[src/rtl/secu_pkg.sv]
// package of constants for the serial eeprom command unit
// assumes a 200 MHz system clock and a three-wire serial eeprom
//
// Summary of operation
// - registers not reachable while ce is low
// - busy write starts opcode at address
// - read done means data register valid
// - busy high during load after reset
// - three-bit opcode decode, resets zero
// - read places addressed byte in data
// - write stores data byte at address
// - write-all stores data everywhere
// - erase clears addressed location
// - erase-all bulk erases whole part
// - reload checks A5h signature first
// - failed reload changes nothing
// - 30 ms no response gives timeout
// - absent part write waits for timeout when the input is pulled low
// - serial input high never times out
// - input low: only erase/write ops time out
// - loaded flag set on success, write-one clears
// - nine-bit byte address field
package secu_pkg;
  localparam logic [15:0] CMD_OFFSET     = 16'h6000;
  localparam logic [15:0] DATA_OFFSET    = 16'h6004;
  localparam int          BUSY_BIT       = 31;
  localparam int          OP_HI          = 30;
  localparam int          OP_LO          = 28;
  localparam int          TIMEOUT_BIT    = 10;
  localparam int          LOADED_BIT     = 9;
  localparam int          ADDR_W         = 9;
  localparam logic [2:0]  OP_READ        = 3'h0;
  localparam logic [2:0]  OP_DISABLE     = 3'h1;
  localparam logic [2:0]  OP_ENABLE      = 3'h2;
  localparam logic [2:0]  OP_WRITE       = 3'h3;
  localparam logic [2:0]  OP_WRITE_ALL   = 3'h4;
  localparam logic [2:0]  OP_ERASE       = 3'h5;
  localparam logic [2:0]  OP_ERASE_ALL   = 3'h6;
  localparam logic [2:0]  OP_RELOAD      = 3'h7;
  localparam logic [7:0]  SIGNATURE      = 8'hA5;
  localparam int          CLK_MHZ        = 200;
  localparam int          TIMEOUT_MS     = 30;
  localparam int          TIMEOUT_CYC    = TIMEOUT_MS * 1000 * CLK_MHZ;
  localparam int          SCLK_HALF_CYC  = 50;
  localparam int          RELOAD_BYTES   = 8;
endpackage

[src/rtl/secu_shadow_mem.sv]
// small memory holding configuration bytes fetched during a load
// assumes single clock; read data registered
`timescale 1ns/1ps
module secu_shadow_mem #(
  parameter int DEPTH = 8,
  parameter int AW    = 3
) (
  input  wire logic          clk,
  input  wire logic          ce,
  input  wire logic          we,
  input  wire logic [AW-1:0] waddr,
  input  wire logic [7:0]    wdata,
  input  wire logic [AW-1:0] raddr,
  output logic      [7:0]    rdata
);
  logic [7:0] mem_reg [DEPTH];

  always_ff @(posedge clk) begin
    if (ce && we) begin
      mem_reg[waddr] <= wdata;
    end
    if (ce) begin
      rdata <= mem_reg[raddr];
    end
  end
endmodule

[src/rtl/secu_top.sv]
// serial eeprom command unit: register slave plus 3-wire eeprom sequencer
// assumes host bus on clk; eeprom serial input is a pin, synchronised here
`timescale 1ns/1ps
module secu_top #(
  parameter int TIMEOUT_CYCLES = secu_pkg::TIMEOUT_CYC,
  parameter int HALF_CYCLES    = secu_pkg::SCLK_HALF_CYC,
  parameter int LOAD_BYTES     = secu_pkg::RELOAD_BYTES
) (
  input  wire logic        clk,
  input  wire logic        reset_n,
  input  wire logic        ce,
  input  wire logic        usb_reset,
  input  wire logic [15:0] addr,
  input  wire logic [31:0] wdata,
  input  wire logic        wr_stb,
  input  wire logic        rd_stb,
  output logic      [31:0] rdata,
  output logic             eeprom_cs,
  output logic             eeprom_sclk,
  output logic             eeprom_do,
  input  wire logic        eeprom_serial_in,
  output logic      [2:0]  shadow_raddr_unused_q,
  input  wire logic [2:0]  shadow_raddr,
  output logic      [7:0]  shadow_rdata
);
  // ------------------------------------------------------------
  // types and state
  // ------------------------------------------------------------
  typedef enum logic [2:0] {
    SECU_IDLE  = 3'b000,
    SECU_SHIFT = 3'b001,
    SECU_READ  = 3'b010,
    SECU_GAP   = 3'b011,
    SECU_POLL  = 3'b100,
    SECU_DONE  = 3'b101
  } secu_state_t;

  secu_state_t     state_reg;
  logic            op_busy_flag_reg;
  logic [2:0]      eeprom_opcode_reg;
  logic [8:0]      eeprom_byte_pointer_reg;
  logic            no_response_flag_reg;
  logic            contents_loaded_flag_reg;
  logic [7:0]      eeprom_data_byte_reg;
  logic [5:0]      bits_left_reg;
  logic [7:0]      rx_reg;
  logic [31:0]     div_reg;
  logic [31:0]     tmo_reg;
  logic            sclk_reg;
  logic            cs_reg;
  logic            is_load_reg;
  logic [3:0]      load_idx_reg;
  logic [31:0]     rdata_reg;
  logic [2:0]      sync_reg;
  logic            din;
  logic [19:0]     frame;
  logic [5:0]      frame_len;

  // ------------------------------------------------------------
  // decode
  // ------------------------------------------------------------
  function automatic logic is_erase_write(input logic [2:0] op);
    is_erase_write = (op == secu_pkg::OP_WRITE) || (op == secu_pkg::OP_WRITE_ALL) ||
                     (op == secu_pkg::OP_ERASE) || (op == secu_pkg::OP_ERASE_ALL);
  endfunction

  wire        hit_cmd   = addr == secu_pkg::CMD_OFFSET;
  wire        hit_data  = addr == secu_pkg::DATA_OFFSET;
  wire        wr_cmd    = ce && wr_stb && hit_cmd;
  wire        wr_data   = ce && wr_stb && hit_data && !op_busy_flag_reg;
  wire        start_cmd = wr_cmd && wdata[secu_pkg::BUSY_BIT] && !op_busy_flag_reg;
  wire [2:0]  new_op    = wdata[secu_pkg::OP_HI:secu_pkg::OP_LO];
  wire        half_tick = div_reg == 32'(HALF_CYCLES - 1);
  wire        fall_edge = half_tick && sclk_reg;
  wire        rise_edge = half_tick && !sclk_reg;
  wire        timed_out = tmo_reg == 32'(TIMEOUT_CYCLES - 1);
  wire        in_load   = is_load_reg;
  wire [8:0]  eff_addr  = in_load ? 9'(load_idx_reg) : eeprom_byte_pointer_reg;

  // frame: start bit, 2-bit code, address, data
  always_comb begin
    frame     = 20'h00000;
    frame_len = 6'h0C;
    case (in_load ? secu_pkg::OP_READ : eeprom_opcode_reg)
      secu_pkg::OP_READ:      frame = {1'b1, 2'b10, eff_addr, 8'h00};
      secu_pkg::OP_DISABLE:   frame = {1'b1, 2'b00, 2'b00, 7'h00, 8'h00};
      secu_pkg::OP_ENABLE:    frame = {1'b1, 2'b00, 2'b11, 7'h00, 8'h00};
      secu_pkg::OP_WRITE:     frame = {1'b1, 2'b01, eff_addr, eeprom_data_byte_reg};
      secu_pkg::OP_WRITE_ALL: frame = {1'b1, 2'b00, 2'b01, 7'h00, eeprom_data_byte_reg};
      secu_pkg::OP_ERASE:     frame = {1'b1, 2'b11, eff_addr, 8'h00};
      secu_pkg::OP_ERASE_ALL: frame = {1'b1, 2'b00, 2'b10, 7'h00, 8'h00};
      default:                frame = {1'b1, 2'b10, eff_addr, 8'h00};
    endcase
    if ((!in_load) && ((eeprom_opcode_reg == secu_pkg::OP_WRITE) ||
        (eeprom_opcode_reg == secu_pkg::OP_WRITE_ALL))) begin
      frame_len = 6'h14;
    end
  end

  // ------------------------------------------------------------
  // pin synchroniser: change counts once stages two and three agree
  // ------------------------------------------------------------
  logic din_reg;
  always_ff @(posedge clk or negedge reset_n) begin
    if (!reset_n) begin
      sync_reg <= 3'h7;
      din_reg  <= 1'b1;
    end else if (ce) begin
      sync_reg <= {sync_reg[1:0], eeprom_serial_in};
      if (sync_reg[2] == sync_reg[1]) begin
        din_reg <= sync_reg[2];
      end
    end
  end
  assign din = din_reg;

  // ------------------------------------------------------------
  // register slave: the bus runs on clk, and only while ce is high
  // ------------------------------------------------------------
  always_ff @(posedge clk or negedge reset_n) begin
    if (!reset_n) begin
      rdata_reg <= 32'h00000000;
    end else if (ce) begin
      rdata_reg <= 32'h00000000;
      if (rd_stb && hit_cmd) begin
        rdata_reg <= {op_busy_flag_reg, eeprom_opcode_reg, 17'h00000,
                      no_response_flag_reg, contents_loaded_flag_reg,
                      eeprom_byte_pointer_reg};
      end else if (rd_stb && hit_data) begin
        rdata_reg <= {24'h000000, eeprom_data_byte_reg};
      end
    end
  end
  assign rdata = rdata_reg;

  // ------------------------------------------------------------
  // sequencer
  // ------------------------------------------------------------
  logic shadow_we;
  assign shadow_we = ce && in_load && (state_reg == SECU_READ) && rise_edge &&
                     (bits_left_reg == 6'h01) && (load_idx_reg != 4'h0);

  always_ff @(posedge clk or negedge reset_n) begin
    if (!reset_n) begin
      state_reg                <= SECU_IDLE;
      op_busy_flag_reg         <= 1'b1;  // load after reset
      is_load_reg              <= 1'b1;
      eeprom_opcode_reg        <= secu_pkg::OP_READ;
      eeprom_byte_pointer_reg  <= 9'h000;
      no_response_flag_reg     <= 1'b0;
      contents_loaded_flag_reg <= 1'b0;
      eeprom_data_byte_reg     <= 8'h00;
      bits_left_reg            <= 6'h00;
      rx_reg                   <= 8'h00;
      div_reg                  <= 32'h0;
      tmo_reg                  <= 32'h0;
      sclk_reg                 <= 1'b0;
      cs_reg                   <= 1'b0;
      load_idx_reg             <= 4'h0;
    end else if (ce) begin
      div_reg <= half_tick ? 32'h0 : div_reg + 32'h1;
      if (wr_cmd && !op_busy_flag_reg) begin
        eeprom_opcode_reg       <= new_op;
        eeprom_byte_pointer_reg <= wdata[secu_pkg::ADDR_W-1:0];
      end
      if (wr_cmd && wdata[secu_pkg::LOADED_BIT]) begin
        contents_loaded_flag_reg <= 1'b0;
      end
      if (wr_data) begin
        eeprom_data_byte_reg <= wdata[7:0];
      end
      if (usb_reset) begin
        op_busy_flag_reg <= 1'b1;
        is_load_reg      <= 1'b1;
        no_response_flag_reg <= 1'b0;
        load_idx_reg     <= 4'h0;
        state_reg        <= SECU_IDLE;
        cs_reg           <= 1'b0;
        sclk_reg         <= 1'b0;
      end else begin
        case (state_reg)
          SECU_IDLE: begin
            if (start_cmd || op_busy_flag_reg) begin
              if (start_cmd) begin
                op_busy_flag_reg     <= 1'b1;
                no_response_flag_reg <= 1'b0;
                is_load_reg          <= (new_op == secu_pkg::OP_RELOAD);
                load_idx_reg         <= 4'h0;
              end
              cs_reg        <= 1'b1;
              bits_left_reg <= 6'h00;
              state_reg     <= SECU_SHIFT;
            end
          end
          SECU_SHIFT: begin
            if (fall_edge || (bits_left_reg == 6'h00 && half_tick)) begin
              if (bits_left_reg == 6'h00) begin
                bits_left_reg <= frame_len;
              end else if (bits_left_reg == 6'h01) begin
                if (in_load || eeprom_opcode_reg == secu_pkg::OP_READ) begin
                  bits_left_reg <= 6'h08;
                  state_reg     <= SECU_READ;
                end else begin
                  state_reg <= SECU_GAP;
                end
              end else begin
                bits_left_reg <= bits_left_reg - 6'h01;
              end
            end
            if (half_tick && bits_left_reg != 6'h00) begin
              sclk_reg <= !sclk_reg;
            end
          end
          SECU_READ: begin
            if (half_tick) begin
              sclk_reg <= !sclk_reg;
            end
            if (rise_edge) begin
              rx_reg        <= {rx_reg[6:0], din};
              bits_left_reg <= bits_left_reg - 6'h01;
              if (bits_left_reg == 6'h01) begin
                state_reg <= SECU_DONE;
              end
            end
          end
          SECU_GAP: begin
            sclk_reg <= 1'b0;
            cs_reg   <= 1'b0;
            tmo_reg  <= 32'h0;
            state_reg <= is_erase_write(eeprom_opcode_reg) ? SECU_POLL : SECU_DONE;
          end
          SECU_POLL: begin
            // ready/busy poll: erase and write ops wait on the serial input
            cs_reg  <= 1'b1;
            tmo_reg <= tmo_reg + 32'h1;
            if (din) begin
              state_reg <= SECU_DONE;
            end else if (timed_out) begin
              no_response_flag_reg <= 1'b1;
              op_busy_flag_reg     <= 1'b0;
              cs_reg               <= 1'b0;
              state_reg            <= SECU_IDLE;
            end
          end
          SECU_DONE: begin
            cs_reg   <= 1'b0;
            sclk_reg <= 1'b0;
            if (in_load) begin
              if (load_idx_reg == 4'h0 && rx_reg != secu_pkg::SIGNATURE) begin
                // unprogrammed part: leave everything as it was
                is_load_reg      <= 1'b0;
                op_busy_flag_reg <= 1'b0;
                state_reg        <= SECU_IDLE;
              end else if (load_idx_reg == 4'(LOAD_BYTES - 1)) begin
                contents_loaded_flag_reg <= 1'b1;
                is_load_reg              <= 1'b0;
                op_busy_flag_reg         <= 1'b0;
                state_reg                <= SECU_IDLE;
              end else begin
                load_idx_reg <= load_idx_reg + 4'h1;
                state_reg    <= SECU_IDLE;
              end
            end else begin
              if (eeprom_opcode_reg == secu_pkg::OP_READ) begin
                eeprom_data_byte_reg <= rx_reg;  // same edge as busy clear
              end
              op_busy_flag_reg <= 1'b0;
              state_reg        <= SECU_IDLE;
            end
          end
          default: state_reg <= SECU_IDLE;
        endcase
      end
    end
  end

  // ------------------------------------------------------------
  // pins and shadow store
  // ------------------------------------------------------------
  assign eeprom_cs   = cs_reg;
  assign eeprom_sclk = sclk_reg;
  // short frames sit in the top twelve bits, so count down from the frame's msb
  wire [4:0] frame_bit = 5'(bits_left_reg + 6'h13 - frame_len);
  assign eeprom_do   = (state_reg == SECU_SHIFT && bits_left_reg != 6'h00) ?
                       frame[frame_bit] : 1'b0;
  assign shadow_raddr_unused_q = shadow_raddr;

  secu_shadow_mem #(
    .DEPTH (8),
    .AW    (3)
  ) u_mem (
    .clk   (clk),
    .ce    (ce),
    .we    (shadow_we),
    .waddr (load_idx_reg[2:0]),
    .wdata ({rx_reg[6:0], din}),
    .raddr (shadow_raddr),
    .rdata (shadow_rdata)
  );
endmodule

[config.mk]
export PLATFORM = sky130hd
export DESIGN_NAME = secu_top
export DESIGN_NICKNAME = d
export VERILOG_FILES = /design/src/rtl/secu_pkg.sv /design/src/rtl/secu_shadow_mem.sv /design/src/rtl/secu_top.sv
export SDC_FILE = /design/constraint.sdc
export NUM_CORES = 1
export LEC_CHECK = 0
export ABC_AREA = 0
export BUFFER_PORTS_ARGS = -buffer_cell sky130_fd_sc_hd__buf_4
export CAP_MARGIN = 25
export CORE_ASPECT_RATIO = 0.75
export CORE_UTILIZATION = 50
export DETAILED_ROUTE_END_ITERATION = 12
export PLACE_DENSITY = 0.72
export SYNTH_ARGS = -nofsm -noshare
export SYNTH_HDL_FRONTEND = slang
export SYNTH_SLANG_ARGS = --single-unit
[constraint.sdc]
create_clock -name clk -period 2.69 [get_ports clk]
set_clock_uncertainty 0.05 [all_clocks]
set_input_delay 0.269 -clock clk [delete_from_list [all_inputs] [get_ports clk]]
set_output_delay 0.269 -clock clk [all_outputs]
set_load 0.005 [all_outputs]
==> results of run 1 <==
## Yosys cell counts, types with 10 or more instances
| cell type | instances |
|---|---|
| mux2i_1 | 13 |
| edfxtp_1 | 72 |
| nor3_1 | 26 |
| nor4_1 | 19 |
| and3_1 | 11 |
| nor2_1 | 71 |
| ha_1 | 12 |
| o22ai_1 | 11 |
| mux4_2 | 19 |
| o21ai_0 | 27 |
| nand4_1 | 28 |
| inv_1 | 14 |
| a21oi_1 | 32 |
| nand3_1 | 24 |
| nand2_1 | 47 |
| dfrtp_1 | 124 |
| xnor2_1 | 31 |
| mux2_2 | 27 |
| buf_2 | 10 |
| clkbuf_1 | 20 |
| xor2_1 | 30 |
| buf_4 | 22 |
## metal layers
| layer | vias to the layer above | track usage |
|---|---|---|
| met4 | 0 | 0.0489 |
| met2 | 238 | 0.342 |
| met5 | - | 0 |
| met1 | 3560 | 0.352 |
| li1 | 3387 | - |
| met3 | 25 | 0.0369 |
## repair_timing
action,CTS,global route
pin swaps,7,1
resized for setup,2,2
setup buffers,1,0
gates cloned,0,0
endpoints found under the setup margin,1,23
hold buffers,14,0
endpoints found under the hold margin,50,0
## metrics by stage
| step | instances | utilization | TNS (ns) | setup WS (ns) |
|---|---|---|---|---|
| floorplan | 868 | - | -0.137 | -0.137 |
| global placement | 1186 | 0.568 | -0.203 | -0.203 |
| detailed placement | 1186 | 0.568 | -0.250 | -0.250 |
| CTS | 1238 | 0.610 | -0.741 | -0.741 |
| global route | 1238 | 0.610 | -0.874 | -0.874 |
| finish | 1238 | 0.610 | -0.782 | -0.782 |
## worst paths after layout
path	from	to	slack (ns)	cells past startpoint
setup / recovery	in_load	eeprom_do	-0.78	12
max in group asynchronous	reset_n	eeprom_data_byte_reg[6]	1.66	3
hold / removal	wdata[9]	contents_loaded_flag_reg	0.1	4
min in group asynchronous	reset_n	div_reg[17]	0.21	2
hold reg to reg	div_reg[31]	div_reg[31]	0.42	1
setup reg to reg	div_reg[1]	state_reg[1]	0.22	9
## power by group through the flow
stage	Sequential [W]	Combinational [W]	Clock, W
after global placement	0.00375	0.00215	0
after floorplan	0.00364	0.00162	0
after detailed placement	0.00376	0.00218	0
final	0.00372	0.00228	0.00282
after global routing	0.00375	0.00251	0.00298
after CTS	0.00370	0.00225	0.00287
## logic make-up after synthesis
family | after synthesis | share of synthesized area
AOI/OAI and AO/OA | 133 | 0.0902
xor gates and xnor gates | 61 | 0.0531
adders and majority gates | 13 | 0.0169
buffers and inverters | 73 | 0.0375
DFF | 202 | 0.539
muxes | 67 | 0.0954
other | 1 | 0.000373
and+or+nand+nor | 302 | 0.167
## critical path, stage by stage (launching register included)
cell and delay, ns:
dfstp_2 0.37, or4b_1 0.52, o31a_1 0.14, inv_2 0.08, ha_4 0.20, ha_4 0.24, a21oi_2 0.15, o21ai_2 0.08
xnor2_1 0.13, xnor2_1 0.15, a211o_1 0.25, a21oi_2 0.21, buf_4 0.14
## layout make-up
class / instances / area, um2
timing repair buffer: 138 / 1100
clock buffer: 24 / 537
multi-input combinational: 593 / 4370
inverter: 15 / 56.3
sequential: 202 / 5420
tap: 253 / 317
fill: 1543 / 7620
clock inverter: 13 / 121
==> results by group, run 1 <==
Run status
  – Status: finished, violations left
  – Failing checks: design-rule violations, negative setup slack

Finish
  – Antenna fix cells: 0
  – Final Cell Area: between 10,000 and 15,000 um2
  – Final Net Count: 1,042
  – Max reg flops: between 60 and 70
  – Most common cell after layout, fill and taps aside: dfrtp_1
  – Layout area overhead: 18.6%
  – Most frequent cells in the layout: 124 x dfrtp_1, 121 x buf_4, 72 x edfxtp_1
  – Fraction of layout cells with a size suffix above 1: 0.240

GRT
  – Total Routing Usage GR: 0.229
  – First-pass GRT wire length: 37,700 um
  – Initial antenna violation count: 0
  – Total grt overflow: 0
  – Vias in the first global route: 6,864
  – Largest net degree at the start of global routing: 66

Floorplanning
  – Die area: 20,700 um2
  – Starting Density: 0.515
  – # rows: 44
  – Die Width: 166 um
  – Boundary pin count: ~100
  – Core Region: ~20,000 um2
  – Die height: roughly 120 um

Clocking
  – Worst-path clk slew: 0.06 ns
  – Worst-skew pair later-pin latency: ~0.49 ns
  – Max Root-Sink Buffers: 3
  – Htree depth: 1
  – TritonCTS clock tree: built
  – Clk sinks: 202
  – TritonCTS Buffers: 21
  – Root buf cell: clkbuf_16

Critical path
  – Critical Path RT: roughly 2.4 ns
  – CP Data Arrival Time: 3.15 ns
  – Crit-path max FO: 3
  – Startpoint types: flip-flop
  – Worst setup EP type: output port
  – Critical setup path kind: flip-flop to output port

Timing
  – Final Cycle Share: 1.29
  – Slew headroom: 0.603
  – Peak Freq: approximately 0.29 GHz
  – Final setup fails: 1
  – Least-Margin Pin Slew: 0.590 ns
  – Min Clock Period, post-route: 3.47 ns
  – Slew Limit Fails: 0
  – RSZ-0062 raised after global routing: true
  – Final WS setup: -0.782 ns
  – Final Hold Fails: 0
  – Hold Slack: about 0.096 ns

Drt
  – Met3 Routed Length: 1530 um
  – DRC: 9
  – Post-Route WL: 23,200 um
  – WL per Instance: 18.7 um
  – Routed Antenna Nets: 0
  – Max Used Layer: met4
  – Total vias in the final route: between 7k and 8k
  – Vias/cell: 5.82
  – 1st-iter DRT viols: 570
  – Met2 wire len: 10,200 um
  – DR pass1 iterations: 12
  – Met1 Wirelength: between 10,000 and 15,000 um

Pwr
  – Switch share: 0.311
  – Pint: 0.00608 W
  – Power Density: 740 nW/um2
  – Reg power frac: 0.421
  – Switch Pwr: about 0.0027 W
  – Total design power: 0.00882 W
  – VDD IR max: 0.000454 V
  – Clock power share: 0.320
  – Power share of the combinational group: 0.259
  – Leakage power: 4.92 nW

Logic synthesis
  – Largest cells by area after synthesis: dfrtp_1 31%, edfxtp_1 22%, mux4_2 4.3%
  – Synth warnings: 0
  – Synth top area share: 0.309
  – Cell area after synthesis: 10,100 um2
  – Seq/Total Area, Yosys: 0.539
  – Mean Syn Cell Area: between 10 and 15 um2
  – Synth Register Bits: about 200
  – Synthesized instance count: 852
  – Top_reg_cell synth: dfrtp_1
  – Ys async rst share: 0.644
  – Area leader, netlist: dfrtp_1
  – Netlist cell types: 81
  – Post-synth EDFFs: 72

Placement
  – RePlAce Congestion: 0.858
  – IO buf count: 68
  – Final HPWL DP: 15,700 um
  – Placed Instance Area: 11,100 um2

Min path
  – Worst Hold Class: input pin to flip-flop

Job
  – Max Cap Viol: 0
No activity file was read; power rests on OpenSTA's default activity.
==> run 2, diff against run 1 <==
--- a/config.mk
+++ b/config.mk
@@ -9,6 +9,7 @@
 export BUFFER_PORTS_ARGS = -buffer_cell sky130_fd_sc_hd__buf_4
 export CAP_MARGIN = 25
 export CORE_ASPECT_RATIO = 0.75
+export CORE_MARGIN = 10
 export CORE_UTILIZATION = 50
 export DETAILED_ROUTE_END_ITERATION = 12
 export PLACE_DENSITY = 0.72
==> run 2 against run 1 <==
Compared with the run above:
- the run ends with negative setup slack left
- cell count is 0.16% lower
- first-iteration DRC count is 29% higher
- sequential share of layout area is 0.062 points lower
- setup slack better by 0.055 ns
- critical path depth stayed put
- maximum frequency is 1.6% higher
- clock power is 4% higher
- routed wire length is 4.3% higher
- critical path type unchanged
- core utilization is 0.083 points higher
==> results by group, run 2 (same netlist as run 1, synthesis figures left out) <==
Run status
  – Status: finished, violations left
  – Failing checks: negative setup slack

Finish
  – Multi-input gate area in the final layout: roughly 4400 um2
  – Most frequent cells in the layout: 124 x dfrtp_1, 118 x buf_4, 72 x edfxtp_1
  – Fraction of layout cells with a size suffix above 1: 0.241
  – FF/Latch Area: 5420 um2
  – Fill cell count: 1,544
  – Max reg flops: 64
  – Final Cell Area: 11,900 um2
  – Most common cell after layout, fill and taps aside: dfrtp_1
  – Final Net Count: 1,039
  – Layout area overhead: 18.8%

GRT
  – Global route hottest layer: met2
  – Total grt overflow: 0
  – Total Routing Usage GR: 0.184
  – Routing usage on met3: 0.0378
  – Vias in the first global route: approximately 7.2k
  – First-pass GRT wire length: 39,200 um
  – Initial antenna violation count: 1
  – GR Util met2: 0.277
  – Largest net degree at the start of global routing: 52
  – GRT met1 Usage: 0.266

Floorplanning
  – Die area: 26,200 um2
  – Boundary pin count: 104
  – Starting Density: 0.515
  – Die Width: between 150 and 200 um
  – Core Region: about 20,000 um2
  – # rows: 44
  – Die height: roughly 140 um

Clocking
  – Worst-skew pair later-pin latency: 0.50 ns
  – Worst-path clk slew: 0.07 ns
  – Root buf cell: clkbuf_16
  – TritonCTS Buffers: 21
  – Htree depth: 1
  – TritonCTS clock tree: built
  – Clk sinks: slightly above 200
  – Max Root-Sink Buffers: 3

Critical path
  – Cell Chain, Critical Path: or4b_1 -> o31a_1 -> inv_2 -> ha_4 -> ha_4 -> nand2_1 -> o21ai_2 -> xnor2_1 -> xnor2_1 -> a211o_1 -> a21oi_2 -> buf_4
  – CP Depth: 12
  – Worst setup EP type: output port
  – Critical setup path kind: flip-flop to output port
  – Crit-path max FO: 3
  – Crit. Startpoint: eeprom_opcode_reg[0]
  – Crit-path slowest cell: or4b_1
  – Delay-heaviest family, CP: compound AO/OA/AOI/OAI gates
  – Critical Path RT: 2.37 ns
  – Worst reg2reg path startpoint: div_reg[1]
  – Flop2flop setup slack: 0.18 ns
  – Buf+Inv Stages, Crit Path: 2
  – R2r endpoint: bits_left_reg[3]
  – Setup crit end: eeprom_do
  – CP Data Arrival Time: 3.10 ns
  – Reg2reg path depth: 9
  – Startpoint types: flip-flop
  – Max incr delay on CP: 0.51 ns

Placement
  – IO buf count: a little under 70
  – Setup Slack @ Placement: -0.222 ns
  – Placed Instance Area: about 11,000 um2
  – RePlAce Congestion: about 0.89
  – Final HPWL DP: 17,100 um

Drt
  – DR pass1 iterations: 5
  – DRC: 0
  – 1st-iter DRT viols: around 740
  – WL per Instance: 19.6 um
  – Total vias in the final route: between 7k and 8k
  – Vias/cell: around 5.9
  – Routed Antenna Nets: 0
  – Post-Route WL: 24,200 um

Timing
  – Final Cycle Share: 1.27
  – Slew headroom: 0.556
  – Slew Limit Fails: 0
  – Min Clock Period, post-route: around 3.4 ns
  – Final Hold Fails: 0
  – Final setup fails: 1
  – Least-Margin Pin Slew: 0.660 ns
  – Final WS setup: -0.727 ns
  – RSZ-0062 raised after global routing: true
  – Peak Freq: 0.293 GHz

Min path
  – Worst Hold Class: input pin to flip-flop

Job
  – Max Cap Viol: 0

Pwr
  – Power Density: 748 nW/um2
  – Total design power: 0.00893 W
  – Leakage power: 4.92 nW
  – VDD IR max: between 0.0003 and 0.0004 V
==> run 2: cell count changes in the layout (fill, tap and decap cells not counted), sizes merged <==
cell,previous run,this run
clkbuf,24,28
clkinv,8,4
buf,124,121
diode,0,1
==> run 2: worst min-delay path by stage <==
stage                         start                       end  slack (ns)  depth (start not counted)
after floorplan             reset_n          bits_left_reg[0]       -0.08                          0
after global placement      reset_n               div_reg[24]        0.20                          1
after detailed placement    reset_n               div_reg[24]        0.20                          1
after CTS                 usb_reset      no_response_flag_reg        0.14                          4
after global routing       wdata[9]  contents_loaded_flag_reg        0.18                          4
final                     usb_reset      no_response_flag_reg        0.15                          4
==> run 2: stage by stage <==
| stage | util | hold WS, ns | TNS (ns) | cells |
|---|---|---|---|---|
| floorplan | - | -0.0766 | -0.137 | 868 |
| global placement | 0.567 | 0.199 | -0.194 | 1183 |
| detailed placement | 0.567 | 0.201 | -0.222 | 1183 |
| CTS | 0.610 | 0.135 | -0.722 | 1234 |
| global route | 0.611 | 0.176 | -0.866 | 1236 |
| finish | 0.611 | 0.148 | -0.727 | 1236 |
==> run 2: tightest hold or removal path, stage by stage <==
cell and delay, ns:
buf_4 0.16, nor2_1 0.11, o21ai_1 0.06, o31ai_1 0.05
==> run 2: report_power, final <==
group | switching [W] | total (W) | internal, W
Clock | 0.00120 | 0.00292 | 0.00172
Combinational | 0.00125 | 0.00229 | 0.00103
Sequential | 0.000315 | 0.00373 | 0.00342
Total | 0.00277 | 0.00893 | 0.00617
==> run 2: layer usage <==
metal / vias to the layer above / share of wire
met2: 258 / 0.44
met5: - / 0
met1: 3574 / 0.47
met4: 0 / 0.014
met3: 30 / 0.073
li1: 3375 / -
==> run 2: cell type report <==
class                           instances  share of cell area
Sequential cell                       202               0.454
Multi-Input combinational cell        593               0.367
Timing Repair Buffer                  135              0.0902
Clock buffer                           28              0.0485
Tap cell                              253              0.0265
Clock inverter                          9             0.00922
Inverter                               15             0.00471
Antenna cell                            1            0.000210
==> run 2: timing repair <==
action / in CTS / in global routing
endpoints found under the setup margin: 1 / 9
pin swaps: 8 / 3
hold buffers: 14 / 0
resized for setup: 1 / 3
buffers inserted: 0 / 1
gates cloned: 0 / 0
hold endpoints to repair: 60 / 0
